$ cat config.mk
export PLATFORM = sky130hd
export DESIGN_NAME = wdtew_top
export DESIGN_NICKNAME = d
export VERILOG_FILES = /design/src/wdtew_pkg.sv /design/src/wdtew_counter.sv /design/src/wdtew_top.sv
export SDC_FILE = /design/constraint.sdc
export NUM_CORES = 1
export LEC_CHECK = 0
export ABC_AREA = 0
export BUFFER_PORTS_ARGS = -buffer_cell sky130_fd_sc_hd__buf_2
export CORE_UTILIZATION = 60
export DETAILED_ROUTE_END_ITERATION = 10
export PLACE_DENSITY = 0.87
export SLEW_MARGIN = 10
export SYNTH_ARGS = -nofsm -noshare
export SYNTH_HDL_FRONTEND = slang
export SYNTH_SLANG_ARGS = --single-unit
$ cat constraint.sdc
create_clock -name clk_i -period 5.3 [get_ports clk_i]
set_input_delay 1.06 -clock clk_i [delete_from_list [all_inputs] [get_ports clk_i]]
set_output_delay 1.06 -clock clk_i [all_outputs]
set_load 0.05 [all_outputs]
$ cat src/wdtew_pkg.sv
// constants, field layout and decode helpers of the watchdog register block
package wdtew_pkg;

   // ----------------------------------------------------------------
   // bus geometry and register indices (byte address = 4 * index)
   // ----------------------------------------------------------------
   localparam int ADR_W = 6;
   localparam logic [3:0] IDX_CTRL = 4'h0;
   localparam logic [3:0] IDX_CONFIG = 4'h1;
   localparam logic [3:0] IDX_EW_CTRL = 4'h2;
   localparam logic [3:0] IDX_EN_CLR = 4'h4;
   localparam logic [3:0] IDX_EN_SET = 4'h5;
   localparam logic [3:0] IDX_FLAGS = 4'h6;
   localparam logic [3:0] IDX_STATUS = 4'h7;
   localparam logic [3:0] IDX_KEY = 4'h8;

   // ----------------------------------------------------------------
   // field positions
   // ----------------------------------------------------------------
   localparam int CTRL_LOCK_BIT = 7;
   localparam int CTRL_WIN_BIT = 2;
   localparam int CTRL_EN_BIT = 1;
   localparam int CFG_WIN_LSB = 4;
   localparam int CFG_PER_LSB = 0;
   localparam int EW_OFF_LSB = 0;
   localparam int EW_BIT = 0;
   localparam int STATUS_BUSY_BIT = 7;

   // ----------------------------------------------------------------
   // reset values, key and timing
   // ----------------------------------------------------------------
   localparam logic RST_IRQ_EN = 1'b0;
   localparam logic RST_FLAG = 1'b0;
   localparam logic RST_BUSY = 1'b0;
   localparam logic [7:0] SERVICE_KEY = 8'hA5;
   localparam logic [3:0] CODE_MAX = 4'hB;
   localparam logic [15:0] BASE_CYCLES = 16'h0008;
   localparam logic [1:0] SYNC_TICKS = 2'h2;

   // ----------------------------------------------------------------
   // types
   // ----------------------------------------------------------------
   typedef enum logic {SYNC_IDLE, SYNC_WAIT} wdtew_sync_t;

   // period code to watchdog clock count, zero for reserved codes
   function automatic logic [15:0] wdtew_cycles(input logic [3:0] code);
      if (code > CODE_MAX) begin
         return 16'h0000;
      end
      return 16'(BASE_CYCLES << code);
   endfunction : wdtew_cycles

endpackage : wdtew_pkg

$ cat src/wdtew_counter.sv
// watchdog period counter stepped by watchdog clock ticks
`timescale 1ns/100ps
module wdtew_counter
   import wdtew_pkg::*;
(
   input wire logic clk_i,
   input wire logic rst_i,
   input wire logic tick_i,
   input wire logic enable_i,
   input wire logic window_en_i,
   input wire logic [3:0] period_i,
   input wire logic [3:0] window_i,
   input wire logic [3:0] ew_offset_i,
   input wire logic restart_i,
   output logic early_warn_o,
   output logic expire_o,
   output logic violation_o
);

   // ----------------------------------------------------------------
   // counting
   // ----------------------------------------------------------------
   logic [15:0] cnt_reg, cnt_next;
   logic ew_done_reg, ew_done_next;
   logic ew_reg, ew_next;
   logic exp_reg, exp_next;
   logic viol_reg, viol_next;
   logic [15:0] closed_cyc;
   logic [15:0] total_cyc;
   logic [15:0] ew_cyc;
   logic [15:0] cnt_inc;

   always_comb begin
      closed_cyc = window_en_i ? wdtew_cycles(window_i) : 16'h0000;
      total_cyc = 16'(closed_cyc + wdtew_cycles(period_i));
      ew_cyc = wdtew_cycles(ew_offset_i);
      cnt_inc = 16'(cnt_reg + 16'h0001);
      cnt_next = cnt_reg;
      ew_done_next = ew_done_reg;
      ew_next = 1'b0;
      exp_next = 1'b0;
      viol_next = 1'b0;
      if (!enable_i) begin
         cnt_next = 16'h0000;
         ew_done_next = 1'b0;
      end else if (restart_i) begin
         viol_next = window_en_i && (cnt_reg < closed_cyc);
         cnt_next = 16'h0000;
         ew_done_next = 1'b0;
      end else if (tick_i) begin
         if (total_cyc != 16'h0000 && cnt_inc == total_cyc) begin
            exp_next = 1'b1;
            cnt_next = 16'h0000;
            ew_done_next = 1'b0;
         end else begin
            cnt_next = cnt_inc;
         end
         if (!ew_done_reg && ew_cyc != 16'h0000 && cnt_inc == ew_cyc) begin
            ew_next = 1'b1;
            ew_done_next = 1'b1;
         end
      end
   end

   always_ff @(posedge clk_i) begin
      if (rst_i) begin
         cnt_reg <= 16'h0000;
         ew_done_reg <= 1'b0;
         ew_reg <= 1'b0;
         exp_reg <= 1'b0;
         viol_reg <= 1'b0;
      end else begin
         cnt_reg <= cnt_next;
         ew_done_reg <= ew_done_next;
         ew_reg <= ew_next;
         exp_reg <= exp_next;
         viol_reg <= viol_next;
      end
   end

   assign early_warn_o = ew_reg;
   assign expire_o = exp_reg;
   assign violation_o = viol_reg;

endmodule : wdtew_counter

$ cat src/wdtew_top.sv
// watchdog register block with early warning, key service and sync status
//
// Decided for this implementation: the Wishbone interface to the registers.
`timescale 1ns/100ps
module wdtew_top
   import wdtew_pkg::*;
(
   input wire logic clk_i,
   input wire logic rst_i,
   input wire logic wb_cyc_i,
   input wire logic wb_stb_i,
   input wire logic wb_we_i,
   input wire logic [ADR_W-1:0] wb_adr_i,
   input wire logic [3:0] wb_sel_i,
   input wire logic [31:0] wb_dat_i,
   input wire logic watchdog_clock_i,
   input wire logic [7:0] nvm_ctrl_i,
   input wire logic [7:0] nvm_config_i,
   input wire logic [3:0] nvm_ew_offset_i,
   output logic [31:0] wb_dat_o,
   output logic wb_ack_o,
   output logic irq_o,
   output logic sys_reset_o
);

   // ----------------------------------------------------------------
   // watchdog clock sampling
   // ----------------------------------------------------------------
   logic wclk_s1_reg;
   logic wclk_s2_reg;
   logic wclk_s3_reg;
   logic tick;

   always_ff @(posedge clk_i) begin
      if (rst_i) begin
         wclk_s1_reg <= 1'b0;
         wclk_s2_reg <= 1'b0;
         wclk_s3_reg <= 1'b0;
      end else begin
         wclk_s1_reg <= watchdog_clock_i;
         wclk_s2_reg <= wclk_s1_reg;
         wclk_s3_reg <= wclk_s2_reg;
      end
   end

   assign tick = wclk_s2_reg & ~wclk_s3_reg;

   // ----------------------------------------------------------------
   // bus decode
   // ----------------------------------------------------------------
   logic ack_reg, ack_next;
   logic [31:0] dat_reg, dat_next;
   logic req;
   logic [3:0] idx;
   logic [7:0] wbyte;
   logic key_ok;
   logic sync_need;
   logic stall;
   logic go;
   logic wr_go;
   logic busy_reg, busy_next;

   assign req = wb_cyc_i & wb_stb_i & ~ack_reg;
   assign idx = wb_adr_i[ADR_W-1:2];
   assign wbyte = wb_dat_i[7:0];
   assign key_ok = (wbyte == SERVICE_KEY);
   assign sync_need = wb_we_i & wb_sel_i[0] &
      ((idx == IDX_CTRL) | (idx == IDX_CONFIG) |
       ((idx == IDX_KEY) & key_ok));
   assign stall = sync_need & busy_reg;
   assign go = req & ~stall;
   assign wr_go = go & wb_we_i & wb_sel_i[0];

   // ----------------------------------------------------------------
   // software-visible registers
   // ----------------------------------------------------------------
   logic lock_reg, lock_next;
   logic win_en_reg, win_en_next;
   logic en_reg, en_next;
   logic [3:0] cfg_win_reg, cfg_win_next;
   logic [3:0] cfg_per_reg, cfg_per_next;
   logic [3:0] ew_off_reg, ew_off_next;
   logic irq_en_reg, irq_en_next;
   logic flag_reg, flag_next;
   logic rst_req_reg, rst_req_next;
   logic irq_reg, irq_next;
   logic ew_evt;
   logic expire_evt;
   logic viol_evt;

   always_comb begin
      lock_next = lock_reg;
      win_en_next = win_en_reg;
      en_next = en_reg;
      cfg_win_next = cfg_win_reg;
      cfg_per_next = cfg_per_reg;
      ew_off_next = ew_off_reg;
      irq_en_next = irq_en_reg;
      flag_next = flag_reg;
      rst_req_next = rst_req_reg;
      if (wr_go) begin
         case (idx)
            IDX_CTRL: begin
               if (!lock_reg) begin
                  lock_next = wbyte[CTRL_LOCK_BIT];
                  en_next = wbyte[CTRL_EN_BIT] | wbyte[CTRL_LOCK_BIT];
                  if (!en_reg) begin
                     win_en_next = wbyte[CTRL_WIN_BIT];
                  end
               end
            end
            IDX_CONFIG: begin
               if (!lock_reg && !en_reg) begin
                  cfg_win_next = wbyte[CFG_WIN_LSB +: 4];
                  cfg_per_next = wbyte[CFG_PER_LSB +: 4];
               end
            end
            IDX_EW_CTRL: begin
               if (!lock_reg && !en_reg) begin
                  ew_off_next = wbyte[EW_OFF_LSB +: 4];
               end
            end
            IDX_EN_CLR: begin
               if (wbyte[EW_BIT]) begin
                  irq_en_next = 1'b0;
               end
            end
            IDX_EN_SET: begin
               if (wbyte[EW_BIT]) begin
                  irq_en_next = 1'b1;
               end
            end
            IDX_FLAGS: begin
               if (wbyte[EW_BIT]) begin
                  flag_next = 1'b0;
               end
            end
            IDX_KEY: begin
               if (!key_ok) begin
                  rst_req_next = 1'b1;
               end
            end
            default: begin
               flag_next = flag_reg;
            end
         endcase
      end
      // event sets flag, wins over clear
      if (ew_evt) begin
         flag_next = 1'b1;
      end
      if (expire_evt || viol_evt) begin
         rst_req_next = 1'b1;
      end
      irq_next = flag_next & irq_en_next;
   end

   always_ff @(posedge clk_i) begin
      if (rst_i) begin
         lock_reg <= nvm_ctrl_i[CTRL_LOCK_BIT];
         win_en_reg <= nvm_ctrl_i[CTRL_WIN_BIT];
         en_reg <= nvm_ctrl_i[CTRL_EN_BIT] | nvm_ctrl_i[CTRL_LOCK_BIT];
         cfg_win_reg <= nvm_config_i[CFG_WIN_LSB +: 4];
         cfg_per_reg <= nvm_config_i[CFG_PER_LSB +: 4];
         ew_off_reg <= nvm_ew_offset_i;
         irq_en_reg <= RST_IRQ_EN;
         flag_reg <= RST_FLAG;
         rst_req_reg <= 1'b0;
         irq_reg <= 1'b0;
      end else begin
         lock_reg <= lock_next;
         win_en_reg <= win_en_next;
         en_reg <= en_next;
         cfg_win_reg <= cfg_win_next;
         cfg_per_reg <= cfg_per_next;
         ew_off_reg <= ew_off_next;
         irq_en_reg <= irq_en_next;
         flag_reg <= flag_next;
         rst_req_reg <= rst_req_next;
         irq_reg <= irq_next;
      end
   end

   // ----------------------------------------------------------------
   // transfer to watchdog clock side
   // ----------------------------------------------------------------
   wdtew_sync_t sync_reg, sync_next;
   logic [1:0] scnt_reg, scnt_next;
   logic key_pend_reg, key_pend_next;
   logic act_en_reg, act_en_next;
   logic act_win_en_reg, act_win_en_next;
   logic [3:0] act_win_reg, act_win_next;
   logic [3:0] act_per_reg, act_per_next;
   logic restart_reg, restart_next;

   always_comb begin
      sync_next = sync_reg;
      scnt_next = scnt_reg;
      busy_next = busy_reg;
      key_pend_next = key_pend_reg;
      act_en_next = act_en_reg;
      act_win_en_next = act_win_en_reg;
      act_win_next = act_win_reg;
      act_per_next = act_per_reg;
      restart_next = 1'b0;
      case (sync_reg)
         SYNC_IDLE: begin
            if (go && sync_need) begin
               busy_next = 1'b1;
               scnt_next = 2'h0;
               key_pend_next = (idx == IDX_KEY);
               sync_next = SYNC_WAIT;
            end
         end
         SYNC_WAIT: begin
            if (tick) begin
               scnt_next = 2'(scnt_reg + 2'h1);
               if (scnt_next == SYNC_TICKS) begin
                  act_en_next = en_reg;
                  act_win_en_next = win_en_reg;
                  act_win_next = cfg_win_reg;
                  act_per_next = cfg_per_reg;
                  restart_next = key_pend_reg;
                  key_pend_next = 1'b0;
                  busy_next = 1'b0;
                  sync_next = SYNC_IDLE;
               end
            end
         end
         default: begin
            sync_next = SYNC_IDLE;
            busy_next = 1'b0;
         end
      endcase
   end

   always_ff @(posedge clk_i) begin
      if (rst_i) begin
         sync_reg <= SYNC_IDLE;
         scnt_reg <= 2'h0;
         busy_reg <= RST_BUSY;
         key_pend_reg <= 1'b0;
         act_en_reg <= nvm_ctrl_i[CTRL_EN_BIT] | nvm_ctrl_i[CTRL_LOCK_BIT];
         act_win_en_reg <= nvm_ctrl_i[CTRL_WIN_BIT];
         act_win_reg <= nvm_config_i[CFG_WIN_LSB +: 4];
         act_per_reg <= nvm_config_i[CFG_PER_LSB +: 4];
         restart_reg <= 1'b0;
      end else begin
         sync_reg <= sync_next;
         scnt_reg <= scnt_next;
         busy_reg <= busy_next;
         key_pend_reg <= key_pend_next;
         act_en_reg <= act_en_next;
         act_win_en_reg <= act_win_en_next;
         act_win_reg <= act_win_next;
         act_per_reg <= act_per_next;
         restart_reg <= restart_next;
      end
   end

   // ----------------------------------------------------------------
   // period counter
   // ----------------------------------------------------------------
   wdtew_counter u_counter (
      .clk_i(clk_i),
      .rst_i(rst_i),
      .tick_i(tick),
      .enable_i(act_en_reg),
      .window_en_i(act_win_en_reg),
      .period_i(act_per_reg),
      .window_i(act_win_reg),
      .ew_offset_i(ew_off_reg),
      .restart_i(restart_reg),
      .early_warn_o(ew_evt),
      .expire_o(expire_evt),
      .violation_o(viol_evt)
   );

   // ----------------------------------------------------------------
   // read data and acknowledge
   // ----------------------------------------------------------------
   always_comb begin
      ack_next = go;
      dat_next = 32'h0000_0000;
      if (go && !wb_we_i) begin
         case (idx)
            IDX_CTRL: begin
               dat_next[CTRL_LOCK_BIT] = lock_reg;
               dat_next[CTRL_WIN_BIT] = win_en_reg;
               dat_next[CTRL_EN_BIT] = en_reg;
            end
            IDX_CONFIG: begin
               dat_next[CFG_WIN_LSB +: 4] = cfg_win_reg;
               dat_next[CFG_PER_LSB +: 4] = cfg_per_reg;
            end
            IDX_EW_CTRL: begin
               dat_next[EW_OFF_LSB +: 4] = ew_off_reg;
            end
            IDX_EN_CLR, IDX_EN_SET: begin
               dat_next[EW_BIT] = irq_en_reg;
            end
            IDX_FLAGS: begin
               dat_next[EW_BIT] = flag_reg;
            end
            IDX_STATUS: begin
               dat_next[STATUS_BUSY_BIT] = busy_reg;
            end
            default: begin
               dat_next = 32'h0000_0000;
            end
         endcase
      end
   end

   always_ff @(posedge clk_i) begin
      if (rst_i) begin
         ack_reg <= 1'b0;
         dat_reg <= 32'h0000_0000;
      end else begin
         ack_reg <= ack_next;
         dat_reg <= dat_next;
      end
   end

   assign wb_ack_o = ack_reg;
   assign wb_dat_o = dat_reg;
   assign irq_o = irq_reg;
   assign sys_reset_o = rst_req_reg;

endmodule : wdtew_top

==> results of run 1 <==
## worst reg2reg max path, stage by stage, from the launching register on
cell and delay [ns]:
edfxtp_1 0.42, or3b_2 0.49, nor3_1 0.22, ha_1 0.25
inv_1 0.06, fa_1 0.41, nor2b_1 0.17, o21ai_0 0.13
xnor2_1 0.26, xnor2_1 0.11, or4_4 0.58, nor3_4 0.26
nand4_4 0.21, o21ai_2 0.32, o21bai_1 0.09
## cells by family after synthesis
| logic type | share of synthesized area |
|---|---|
| fa+ha+maj | 0.0765 |
| buf+inv | 0.0760 |
| xor+xnor | 0.0881 |
| other cells | 0.00155 |
| flops | 0.329 |
| simple gates | 0.277 |
| compound gates | 0.142 |
| mux | 0.0106 |
## area by class of cell
| cell class | instances | share of cell area |
|---|---|---|
| multi-input combinational | 471 | 0.564 |
| sequential | 67 | 0.302 |
| timing repair buffer | 45 | 0.0433 |
| clock buffer | 13 | 0.0342 |
| inverter | 34 | 0.0242 |
| tap | 102 | 0.0242 |
| clock inverter | 3 | 0.00784 |
## report_power, final
group / leakage [nW] / switching [mW] / internal (mW)
logic: 1.56 / 0.121 / 0.0523
clock network: 0.115 / 0.192 / 0.271
registers: 0.584 / 0.0193 / 0.553
## layer usage
layer  part of all wire  vias to the layer above
met5                  0                        -
met4              0.031                        0
met3              0.066                       34
met2               0.49                      176
met1               0.41                     1932
li1                   -                     2091
## cells in the final DEF (no fill, tap or decap), drive strengths merged, types with 5 or more instances in the layout
master | Yosys | routed
o21ai | 38 | 38
inv | 33 | 34
nor2b | 13 | 13
xor2 | 21 | 21
ha | 28 | 28
nand2b | 8 | 8
and3 | 10 | 10
edfxtp | 25 | 25
a21oi | 28 | 28
a21o | 5 | 5
conb | 2 | 25
nor4 | 5 | 5
nand4 | 10 | 10
nor3b | 6 | 6
nor3 | 24 | 24
and2 | 5 | 5
nand3b | 7 | 7
nand2 | 78 | 78
buf | 28 | 45
xnor2 | 22 | 22
nor2 | 60 | 60
nand3 | 16 | 16
clkbuf | 11 | 13
or3 | 5 | 5
o211ai | 5 | 5
dfxtp | 42 | 42
## how the worst max path moves through the flow
stage / startpoint / endpoint / depth (start not counted)
after global routing: act_win_reg[2] / u_counter.cnt_reg[6] / 14
after CTS: act_win_reg[2] / u_counter.ew_done_reg / 14
final: act_win_reg[2] / u_counter.ew_done_reg / 14
after floorplan: wb_adr_i[4] / cfg_per_reg[0] / 8
after detailed placement: act_win_reg[2] / u_counter.ew_done_reg / 14
after global placement: act_win_reg[2] / u_counter.ew_done_reg / 14
## per-stage QoR
| stage | std cells | instance area [um^2] | hold slack [ns] | total power [mW] | setup WS (ns) |
|---|---|---|---|---|---|
| floorplan | 611 | 4930 | 0.414 | 0.724 | 1.76 |
| global placement | 719 | 5040 | 0.425 | 0.748 | 1.35 |
| detailed placement | 719 | 5040 | 0.425 | 0.754 | 1.23 |
| CTS | 735 | 5270 | 0.442 | 1.21 | 1.20 |
| global route | 735 | 5270 | 0.458 | 1.25 | 1.04 |
| finish | 735 | 5270 | 0.438 | 1.21 | 1.22 |
==> flow_summary.json, run 1 <==
{
  "cts-resized-gates": 0,
  "crit_buf_inv": 1,
  "power_density_nw_per_um2": 229,
  "cp_top_family": "simple AND/OR/NAND/NOR gates",
  "outcome": "complete, no violations",
  "vias": 4233,
  "viasPerCell": 5.76,
  "hold_class": "reg2reg",
  "clock.fmax_mhz": 245,
  "drtIter0Drc": 206,
  "fin_skew_ns": 0.00899,
  "ant_nets": 0,
  "die_w_um": 91.8,
  "ir_worst_vdd_uv": 192,
  "reg2regPathDepth": 14,
  "h-tree-depth": 3,
  "min_to": "wclk_s2_reg",
  "crit_path_start_kind": "flop",
  "p_leak_nw": 2.26,
  "setup_viol": 0,
  "crit_path_end_kind": "flop",
  "cts.path.max_buffers": 2,
  "drive_gt1_frac": 0.128,
  "synth_edf_count": 25,
  "slowest_delay_ns": 0.58,
  "tns_ns": 0,
  "first_pass_iters": 5,
  "synth.most_common_cell": "nand2_1",
  "path_max_fanout": 9,
  "yosysTopAreaCell": "dfxtp_1",
  "synth_common_cells": "nand2_1, nor2_1, dfxtp_1",
  "synth_top_area_share": 0.174,
  "row_count": 32,
  "cp_common_cell": "xnor2_1",
  "nNetsFinal": 725,
  "post-route-period-util": 0.770,
  "reg2reg_slack_ns": 1.22,
  "antenna_found_initial": 0,
  "gr-usage-all-layers": 0.289,
  "critPathRequiredTime_ns": 5.53,
  "hold_viol_final": 0,
  "use_met3": 0.0638,
  "final_util": 0.678,
  "ys_types": 75,
  "cts-root-buf": "clkbuf_8",
  "r2r-end": "u_counter.ew_done_reg",
  "grt_max_degree": 48,
  "ys_seq_elements": 67,
  "postCtsHoldBufs": 0,
  "cts_tree": "done",
  "grtUsageMet1": 0.345,
  "arrival_ns": 4.31,
  "ys_warn_count": 0,
  "n_antenna_cell": 0,
  "clock_latency_ns": 0.34,
  "die_height_um": 91.8,
  "synth_area_leaders": "dfxtp_1, edfxtp_1, ha_1",
  "slew_headroom": 0.516,
  "hold_depth": 1,
  "drt_wl_total_mm": 11.3,
  "portBuffers": 44,
  "ys.flop_type": "dfxtp_1",
  "hp-start": "wclk_s1_reg",
  "grt_pass1_wl_mm": 19.2,
  "fillers": 654,
  "worst_pin_slew_ns": 0.727,
  "worstReg2RegStart": "act_win_reg[2]",
  "regArea_um2": 1590,
  "cts_setup_buffers": 0,
  "use_met2": 0.503,
  "start_util": 0.623,
  "gr-total-overflow": 0,
  "grt.busiest_layer": "met2",
  "maxCapViolCount": 0,
  "dieArea_um2": 8430,
  "clk_pin_slew_ns": 0.07,
  "multi_input_area_um2": 2970,
  "grt_pass1_vias": 4137,
  "critical_path_class": "reg2reg",
  "synth_cells": 588,
  "area_growth_pct": 8.73,
  "largest_reg_flops": 16,
  "cts_sinks": 67,
  "route.detailed.drc": 0,
  "cts_buffers": 9,
  "hpwlAfterDp_mm": 8.97,
  "place.gp.congestion": 0.961,
  "syn_area_um2": 4840,
  "synth.avg_cell_area_um2": 8.23,
  "rsz0062_at_grt": "false",
  "path_cells": "or3b_2 > nor3_1 > ha_1 > inv_1 > fa_1 > nor2b_1 > o21ai_0 > xnor2_1 > xnor2_1 > or4_4 > nor3_4 > nand4_4 > o21ai_2 > o21bai_1",
  "crit_slowest_cell": "or4_4",
  "period_minus_slack_ns": 4.08,
  "io_pins": 103,
  "drv_slew": 0,
  "synthArstFlopShare": 0,
  "yosysSeqAreaShare": 0.329,
  "core_um2": 7770,
  "wire_per_inst_um": 15.4
}
(Power assumes the default switching activity.)
==> run 2, diff against run 1 <==
--- a/config.mk
+++ b/config.mk
@@ -5,11 +5,11 @@
 export SDC_FILE = /design/constraint.sdc
 export NUM_CORES = 1
 export LEC_CHECK = 0
-export ABC_AREA = 0
+export ABC_AREA = 1
 export BUFFER_PORTS_ARGS = -buffer_cell sky130_fd_sc_hd__buf_2
-export CORE_UTILIZATION = 60
+export CORE_UTILIZATION = 57
 export DETAILED_ROUTE_END_ITERATION = 10
-export PLACE_DENSITY = 0.87
+export PLACE_DENSITY = 0.82
 export SLEW_MARGIN = 10
 export SYNTH_ARGS = -nofsm -noshare
 export SYNTH_HDL_FRONTEND = slang
==> constraint.sdc (replaced) <==
create_clock -name clk_i -period 3.8 [get_ports clk_i]
set_input_delay 0.76 -clock clk_i [delete_from_list [all_inputs] [get_ports clk_i]]
set_output_delay 0.76 -clock clk_i [all_outputs]
set_load 0.05 [all_outputs]
==> run 2 against run 1 <==
Against the previous run: combinational power rose by 86%; synthesized cell count rose by 46%; global-route usage fell by 0.39 points; largest cell class unchanged; routed wire length rose by 21%; register-to-register slack got worse by 0.72 ns; worst setup slack got worse by 0.72 ns; critical path type unchanged; utilization fell by 3.7 points; sequential share of layout area fell by 3.6 points; final cell count rose by 41%; clock-buffer cell count fell by 3; critical path depth rose by 5.
==> flow_summary.json, run 2 <==
{
  "hold_class": "reg2reg",
  "syn_area_um2": 5530,
  "crit_slowest_cell": "edfxtp_1",
  "postCtsHoldBufs": 0,
  "drv_slew": 0,
  "cts_tree": "done",
  "cts_sinks": 67,
  "seq_power_share": 0.470,
  "ys_warn_count": 0,
  "timing.hold.ws_ns": 0.406,
  "hpwlAfterDp_mm": 11.1,
  "io_pins": 103,
  "n_antenna_cell": 0,
  "drtIter0Drc": 251,
  "critPathRequiredTime_ns": 4.03,
  "clk_pin_slew_ns": 0.08,
  "die_height_um": 101,
  "cts_setup_buffers": 0,
  "tns_ns": 0,
  "die_w_um": 101,
  "reg2regPathDepth": 19,
  "synth_edf_count": 25,
  "setup_viol": 0,
  "cts_buffers": 9,
  "slew_headroom": 0.271,
  "cts-resized-gates": 0,
  "cp_top_family": "simple AND/OR/NAND/NOR gates",
  "post-route-period-util": 0.869,
  "grt_pass1_vias": 5033,
  "crit_buf_inv": 3,
  "p_sw_frac": 0.314,
  "start_util": 0.593,
  "core_um2": 9330,
  "grt_pass1_wl_mm": 22.5,
  "ir_worst_vdd_uv": 211,
  "gr-total-overflow": 0,
  "ys_types": 46,
  "clockPowerShare": 0.341,
  "hold_depth": 2,
  "h-tree-depth": 3,
  "grt_max_degree": 36,
  "drt_wl_total_mm": 13.7,
  "largest_reg_flops": 16,
  "row_count": 35,
  "synthArstFlopShare": 0,
  "yosysTopAreaCell": "nand2_1",
  "p_int_mw": 1.17,
  "dieArea_um2": 10100,
  "critical_path_class": "reg2reg",
  "synth.most_common_cell": "nand2_1",
  "hp-start": "wclk_s1_reg",
  "path_max_fanout": 8,
  "synth_cells": 860,
  "synth_common_cells": "nand2_1, inv_1, nor2_1",
  "path_cells": "nor2_1 > nand2_1 > nor2_1 > ha_1 > inv_1 > fa_1 > inv_1 > nand2_1 > nand2_1 > nand2_1 > nand2_1 > nand2_1 > xnor2_1 > nand3_1 > nor2_2 > nand3_2 > buf_4 > o21bai_2 > a21oi_2",
  "area_growth_pct": 8.08,
  "layout_commonest_cell": "nand2_1",
  "crit_path_end_kind": "flop",
  "combPwrFrac": 0.189,
  "worstReg2RegStart": "act_win_reg[1]",
  "antenna_found_initial": 0,
  "worst_pin_slew_ns": 1.08,
  "drive_gt1_frac": 0.131,
  "first_pass_iters": 5,
  "arrival_ns": 3.53,
  "reg2reg_slack_ns": 0.50,
  "hold_viol_final": 0,
  "min_to": "wclk_s2_reg",
  "r2r-end": "u_counter.cnt_reg[8]",
  "fin_skew_ns": 0.0117,
  "clock_latency_ns": 0.34,
  "p_leak_nw": 2.87,
  "period_minus_slack_ns": 3.30,
  "clock.fmax_mhz": 303,
  "place.gp.congestion": 0.947,
  "synth.avg_cell_area_um2": 6.43,
  "outcome": "complete, no violations",
  "maxCapViolCount": 0,
  "yosysSeqAreaShare": 0.288,
  "viasPerCell": 5.28,
  "route.detailed.drc": 0,
  "wire_per_inst_um": 13.2,
  "nNetsFinal": 1001,
  "rsz0062_at_grt": "false",
  "fillers": 915,
  "synth_top_area_share": 0.171,
  "crit_path_start_kind": "flop",
  "cp_common_cell": "nand2_1",
  "final_cell_mix": "nand2_1, inv_1, nor2_1",
  "p_sw_mw": 0.533,
  "cts.path.max_buffers": 2,
  "cts-root-buf": "clkbuf_8",
  "gr-usage-all-layers": 0.285,
  "ant_nets": 0,
  "portBuffers": 44,
  "slowest_delay_ns": 0.43,
  "synth_area_leaders": "nand2_1, dfxtp_1, edfxtp_1",
  "vias": 5485,
  "ys.flop_type": "dfxtp_1",
  "power_density_nw_per_um2": 284,
  "ys_seq_elements": 67
}
[run 2: worst max path at each step]
stage,to,slack (ns),depth (start not counted),from
final,u_counter.cnt_reg[8],0.50,19,act_win_reg[1]
after global routing,u_counter.cnt_reg[1],0.17,19,act_win_reg[1]
after CTS,u_counter.cnt_reg[7],0.53,20,act_win_reg[1]
after detailed placement,u_counter.cnt_reg[8],0.55,19,act_win_reg[1]
after global placement,u_counter.cnt_reg[15],0.59,19,act_win_reg[1]
after floorplan,u_counter.cnt_reg[11],1.12,20,act_per_reg[1]
[run 2: power groups by stage]
| stage | sequential [mW] | clock (mW) | combinational, mW |
|---|---|---|---|
| floorplan | 0.806 | 0 | 0.267 |
| global placement | 0.813 | 0 | 0.313 |
| detailed placement | 0.814 | 0 | 0.317 |
| CTS | 0.797 | 0.590 | 0.318 |
| global route | 0.802 | 0.613 | 0.357 |
| finish | 0.799 | 0.580 | 0.322 |
[run 2: cell families (layout without fill, tap and decap cells)]
family / Yosys count / after routing / synth area share
and+or+nand+nor: 498 / 498 / 0.391
buffers and inverters: 164 / 190 / 0.131
AOI/OAI and AO/OA: 94 / 94 / 0.111
DFF: 67 / 67 / 0.288
adders and majority gates: 29 / 29 / 0.0670
xor gates and xnor gates: 6 / 6 / 0.0109
other: 2 / 25 / 0.00136
[run 2: final cells by class]
| class | instances | area, um^2 | area share |
|---|---|---|---|
| clock buffers | 10 | 128 | 0.0213 |
| clock inverters | 6 | 67.6 | 0.0113 |
| inverters | 124 | 465 | 0.0779 |
| multi-input cells | 652 | 3300 | 0.552 |
| flip-flops and latches | 67 | 1590 | 0.266 |
| well taps | 129 | 161 | 0.0270 |
| repair buffers | 50 | 265 | 0.0444 |
[run 2: routing by layer]
metal | track usage | share of wire | up-vias
li1 | - | - | 2808
met1 | 0.357 | 0.45 | 2421
met2 | 0.492 | 0.46 | 210
met3 | 0.0374 | 0.059 | 46
met4 | 0.129 | 0.035 | 0
met5 | 0 | 0 | -
[run 2: per-stage QoR]
step	power, mW	setup slack (ns)	cells	util	cell area, um^2
after global routing	1.77	0.172	1038	0.641	5980
after global placement	1.13	0.591	1022	0.620	5780
after CTS	1.71	0.525	1038	0.641	5980
final	1.70	0.500	1038	0.641	5980
after floorplan	1.07	1.12	883	-	5620
after detailed placement	1.13	0.546	1022	0.620	5780
[run 2: tightest hold or removal path, cell delays in order (launching register included)]
cell,delay (ns)
dfxtp_1,0.30
inv_1,0.04
nor2_1,0.03
==> run 3, diff against run 2 <==
--- a/config.mk
+++ b/config.mk
@@ -7,9 +7,10 @@
 export LEC_CHECK = 0
 export ABC_AREA = 1
 export BUFFER_PORTS_ARGS = -buffer_cell sky130_fd_sc_hd__buf_2
-export CORE_UTILIZATION = 57
+export CORE_UTILIZATION = 58
+export CTS_BUF_LIST = sky130_fd_sc_hd__clkbuf_4
 export DETAILED_ROUTE_END_ITERATION = 10
-export PLACE_DENSITY = 0.82
+export PLACE_DENSITY = 0.83
 export SLEW_MARGIN = 10
 export SYNTH_ARGS = -nofsm -noshare
 export SYNTH_HDL_FRONTEND = slang
==> run 3 against run 2 <==
Against the previous run: total power down 2.2%; worst setup slack better by 0.067 ns; clock power down 6.4%; design area decreased by 0.61%.
==> flow_summary.json, run 3 (synthesis results as in run 2) <==
{
  "maxCapViolCount": 0,
  "drv_slew": 0,
  "hold_class": "reg2reg",
  "grt_max_degree": 36,
  "wire_per_inst_um": 13.2,
  "gr-total-overflow": 0,
  "wl_met3_um": 848,
  "ant_nets": 0,
  "crit_path_end_kind": "flop",
  "worst_pin_slew_ns": 0.722,
  "m1WireLength_mm": 6.01,
  "start_util": 0.599,
  "crit_buf_inv": 2,
  "clk_pin_slew_ns": 0.12,
  "postCtsHoldBufs": 0,
  "period_minus_slack_ns": 3.23,
  "cts_setup_buffers": 0,
  "wl_met2_mm": 6.45,
  "critPathRequiredTime_ns": 4.13,
  "cts-resized-gates": 0,
  "fin_skew_ns": 0.0136,
  "highest_layer": "met4",
  "cts.path.max_buffers": 2,
  "clockPowerShare": 0.327,
  "combPwrFrac": 0.193,
  "grt_pass1_vias": 5019,
  "final_cell_mix": "nand2_1, inv_1, nor2_1",
  "vias": 5482,
  "post-route-period-util": 0.851,
  "hpwlAfterDp_mm": 10.9,
  "gr-usage-all-layers": 0.294,
  "cts_tree": "done",
  "reg2reg_slack_ns": 0.57,
  "seq_power_share": 0.480,
  "layout_commonest_cell": "nand2_1",
  "clock_latency_ns": 0.42,
  "stdcell_area_um2": 5940,
  "power_density_nw_per_um2": 280,
  "core_um2": 9240,
  "p_leak_nw": 2.85,
  "worstReg2RegStart": "act_win_reg[1]",
  "nNetsFinal": 1001,
  "row_count": 35,
  "hold_viol_final": 0,
  "ir_worst_vdd_uv": 230,
  "worstSetupEndpoint": "u_counter.cnt_reg[7]",
  "arrival_ns": 3.56,
  "outcome": "complete, no violations",
  "tns_ns": 0,
  "cts-root-buf": "clkbuf_4",
  "p_sw_frac": 0.322,
  "placed_cell_area_um2": 5780,
  "crit_slowest_cell": "edfxtp_1",
  "die_w_um": 99.7,
  "reg2regPathDepth": 20,
  "rsz0062_at_grt": "false",
  "path_max_fanout": 8,
  "dieArea_um2": 9930,
  "cts_sinks": 67,
  "slew_headroom": 0.515,
  "drive_gt1_frac": 0.131,
  "largest_reg_flops": 16,
  "portBuffers": 44,
  "clock.fmax_mhz": 309,
  "first_pass_iters": 5,
  "route.detailed.drc": 0,
  "io_pins": 103,
  "n_antenna_cell": 0,
  "final_cells": 1037,
  "die_height_um": 99.7,
  "crit_path_start_kind": "flop",
  "place.gp.congestion": 0.919,
  "grt_pass1_wl_mm": 23.0,
  "cp-startpoint": "act_win_reg[1]",
  "cp_num_cells": 20,
  "h-tree-depth": 3,
  "r2r-end": "u_counter.cnt_reg[7]",
  "setup_viol": 0,
  "p_sw_mw": 0.535,
  "cts_buffers": 9,
  "cp_common_cell": "nand2_1",
  "viasPerCell": 5.29,
  "cp_top_family": "simple AND/OR/NAND/NOR gates",
  "path_cells": "nor2_1 > nand2_1 > nor2_1 > ha_1 > inv_1 > fa_1 > inv_1 > nand2_1 > nand2_1 > nand2_1 > nand2_1 > nand2_1 > xnor2_1 > nand3_1 > nor2_2 > nand3_2 > nor2_1 > nand2_1 > nand2_4 > nor2_2",
  "antenna_found_initial": 0,
  "critical_path_class": "reg2reg",
  "drtIter0Drc": 356,
  "drt_wl_total_mm": 13.7,
  "fillers": 873,
  "p_int_mw": 1.13,
  "numPlacedInstances": 1022,
  "area_growth_pct": 7.42,
  "slowest_delay_ns": 0.44
}
==> run 3: per-layer routing <==
metal | global-route usage | up-vias
met2 | 0.507 | 203
met1 | 0.375 | 2440
met3 | 0.0330 | 40
met4 | 0.118 | 0
li1 | - | 2799
met5 | 0 | -
==> run 3: through the flow <==
stage | util | hold WS, ns | setup WS (ns) | power (mW)
floorplan | - | 0.388 | 1.12 | 1.07
global placement | 0.626 | 0.389 | 0.617 | 1.13
detailed placement | 0.626 | 0.398 | 0.592 | 1.13
CTS | 0.643 | 0.414 | 0.573 | 1.66
global route | 0.643 | 0.427 | 0.194 | 1.73
finish | 0.643 | 0.411 | 0.567 | 1.66
==> run 3: power groups by stage <==
stage / Clock, mW / Combinational [mW] / Sequential, mW
after global routing: 0.573 / 0.360 / 0.801
final: 0.543 / 0.322 / 0.798
after detailed placement: 0 / 0.316 / 0.814
after CTS: 0.545 / 0.319 / 0.797
after global placement: 0 / 0.313 / 0.813
after floorplan: 0 / 0.267 / 0.806
==> run 3: how the worst min path moves through the flow <==
| stage | slack [ns] | cells after the start | startpoint | to |
|---|---|---|---|---|
| floorplan | 0.39 | 2 | wclk_s1_reg | wclk_s2_reg |
| global placement | 0.39 | 2 | wclk_s1_reg | wclk_s2_reg |
| detailed placement | 0.40 | 2 | wclk_s1_reg | wclk_s2_reg |
| CTS | 0.41 | 2 | wclk_s1_reg | wclk_s2_reg |
| global route | 0.43 | 2 | wclk_s1_reg | wclk_s2_reg |
| finish | 0.41 | 2 | wclk_s1_reg | wclk_s2_reg |
==> run 3: area by class of cell <==
type,count,area (um^2),area share
multi-input cells,652,3300,0.555
flip-flops and latches,67,1590,0.268
inverters,124,465,0.0783
repair buffers,50,265,0.0446
well taps,129,161,0.0272
clock inverters,6,91.3,0.0154
clock buffers,9,67.6,0.0114
==> run 3: worst min-delay path, cell delays in order (launching register included) <==
cell and delay [ns]:
dfxtp_1 0.31, inv_1 0.04, nor2_1 0.03
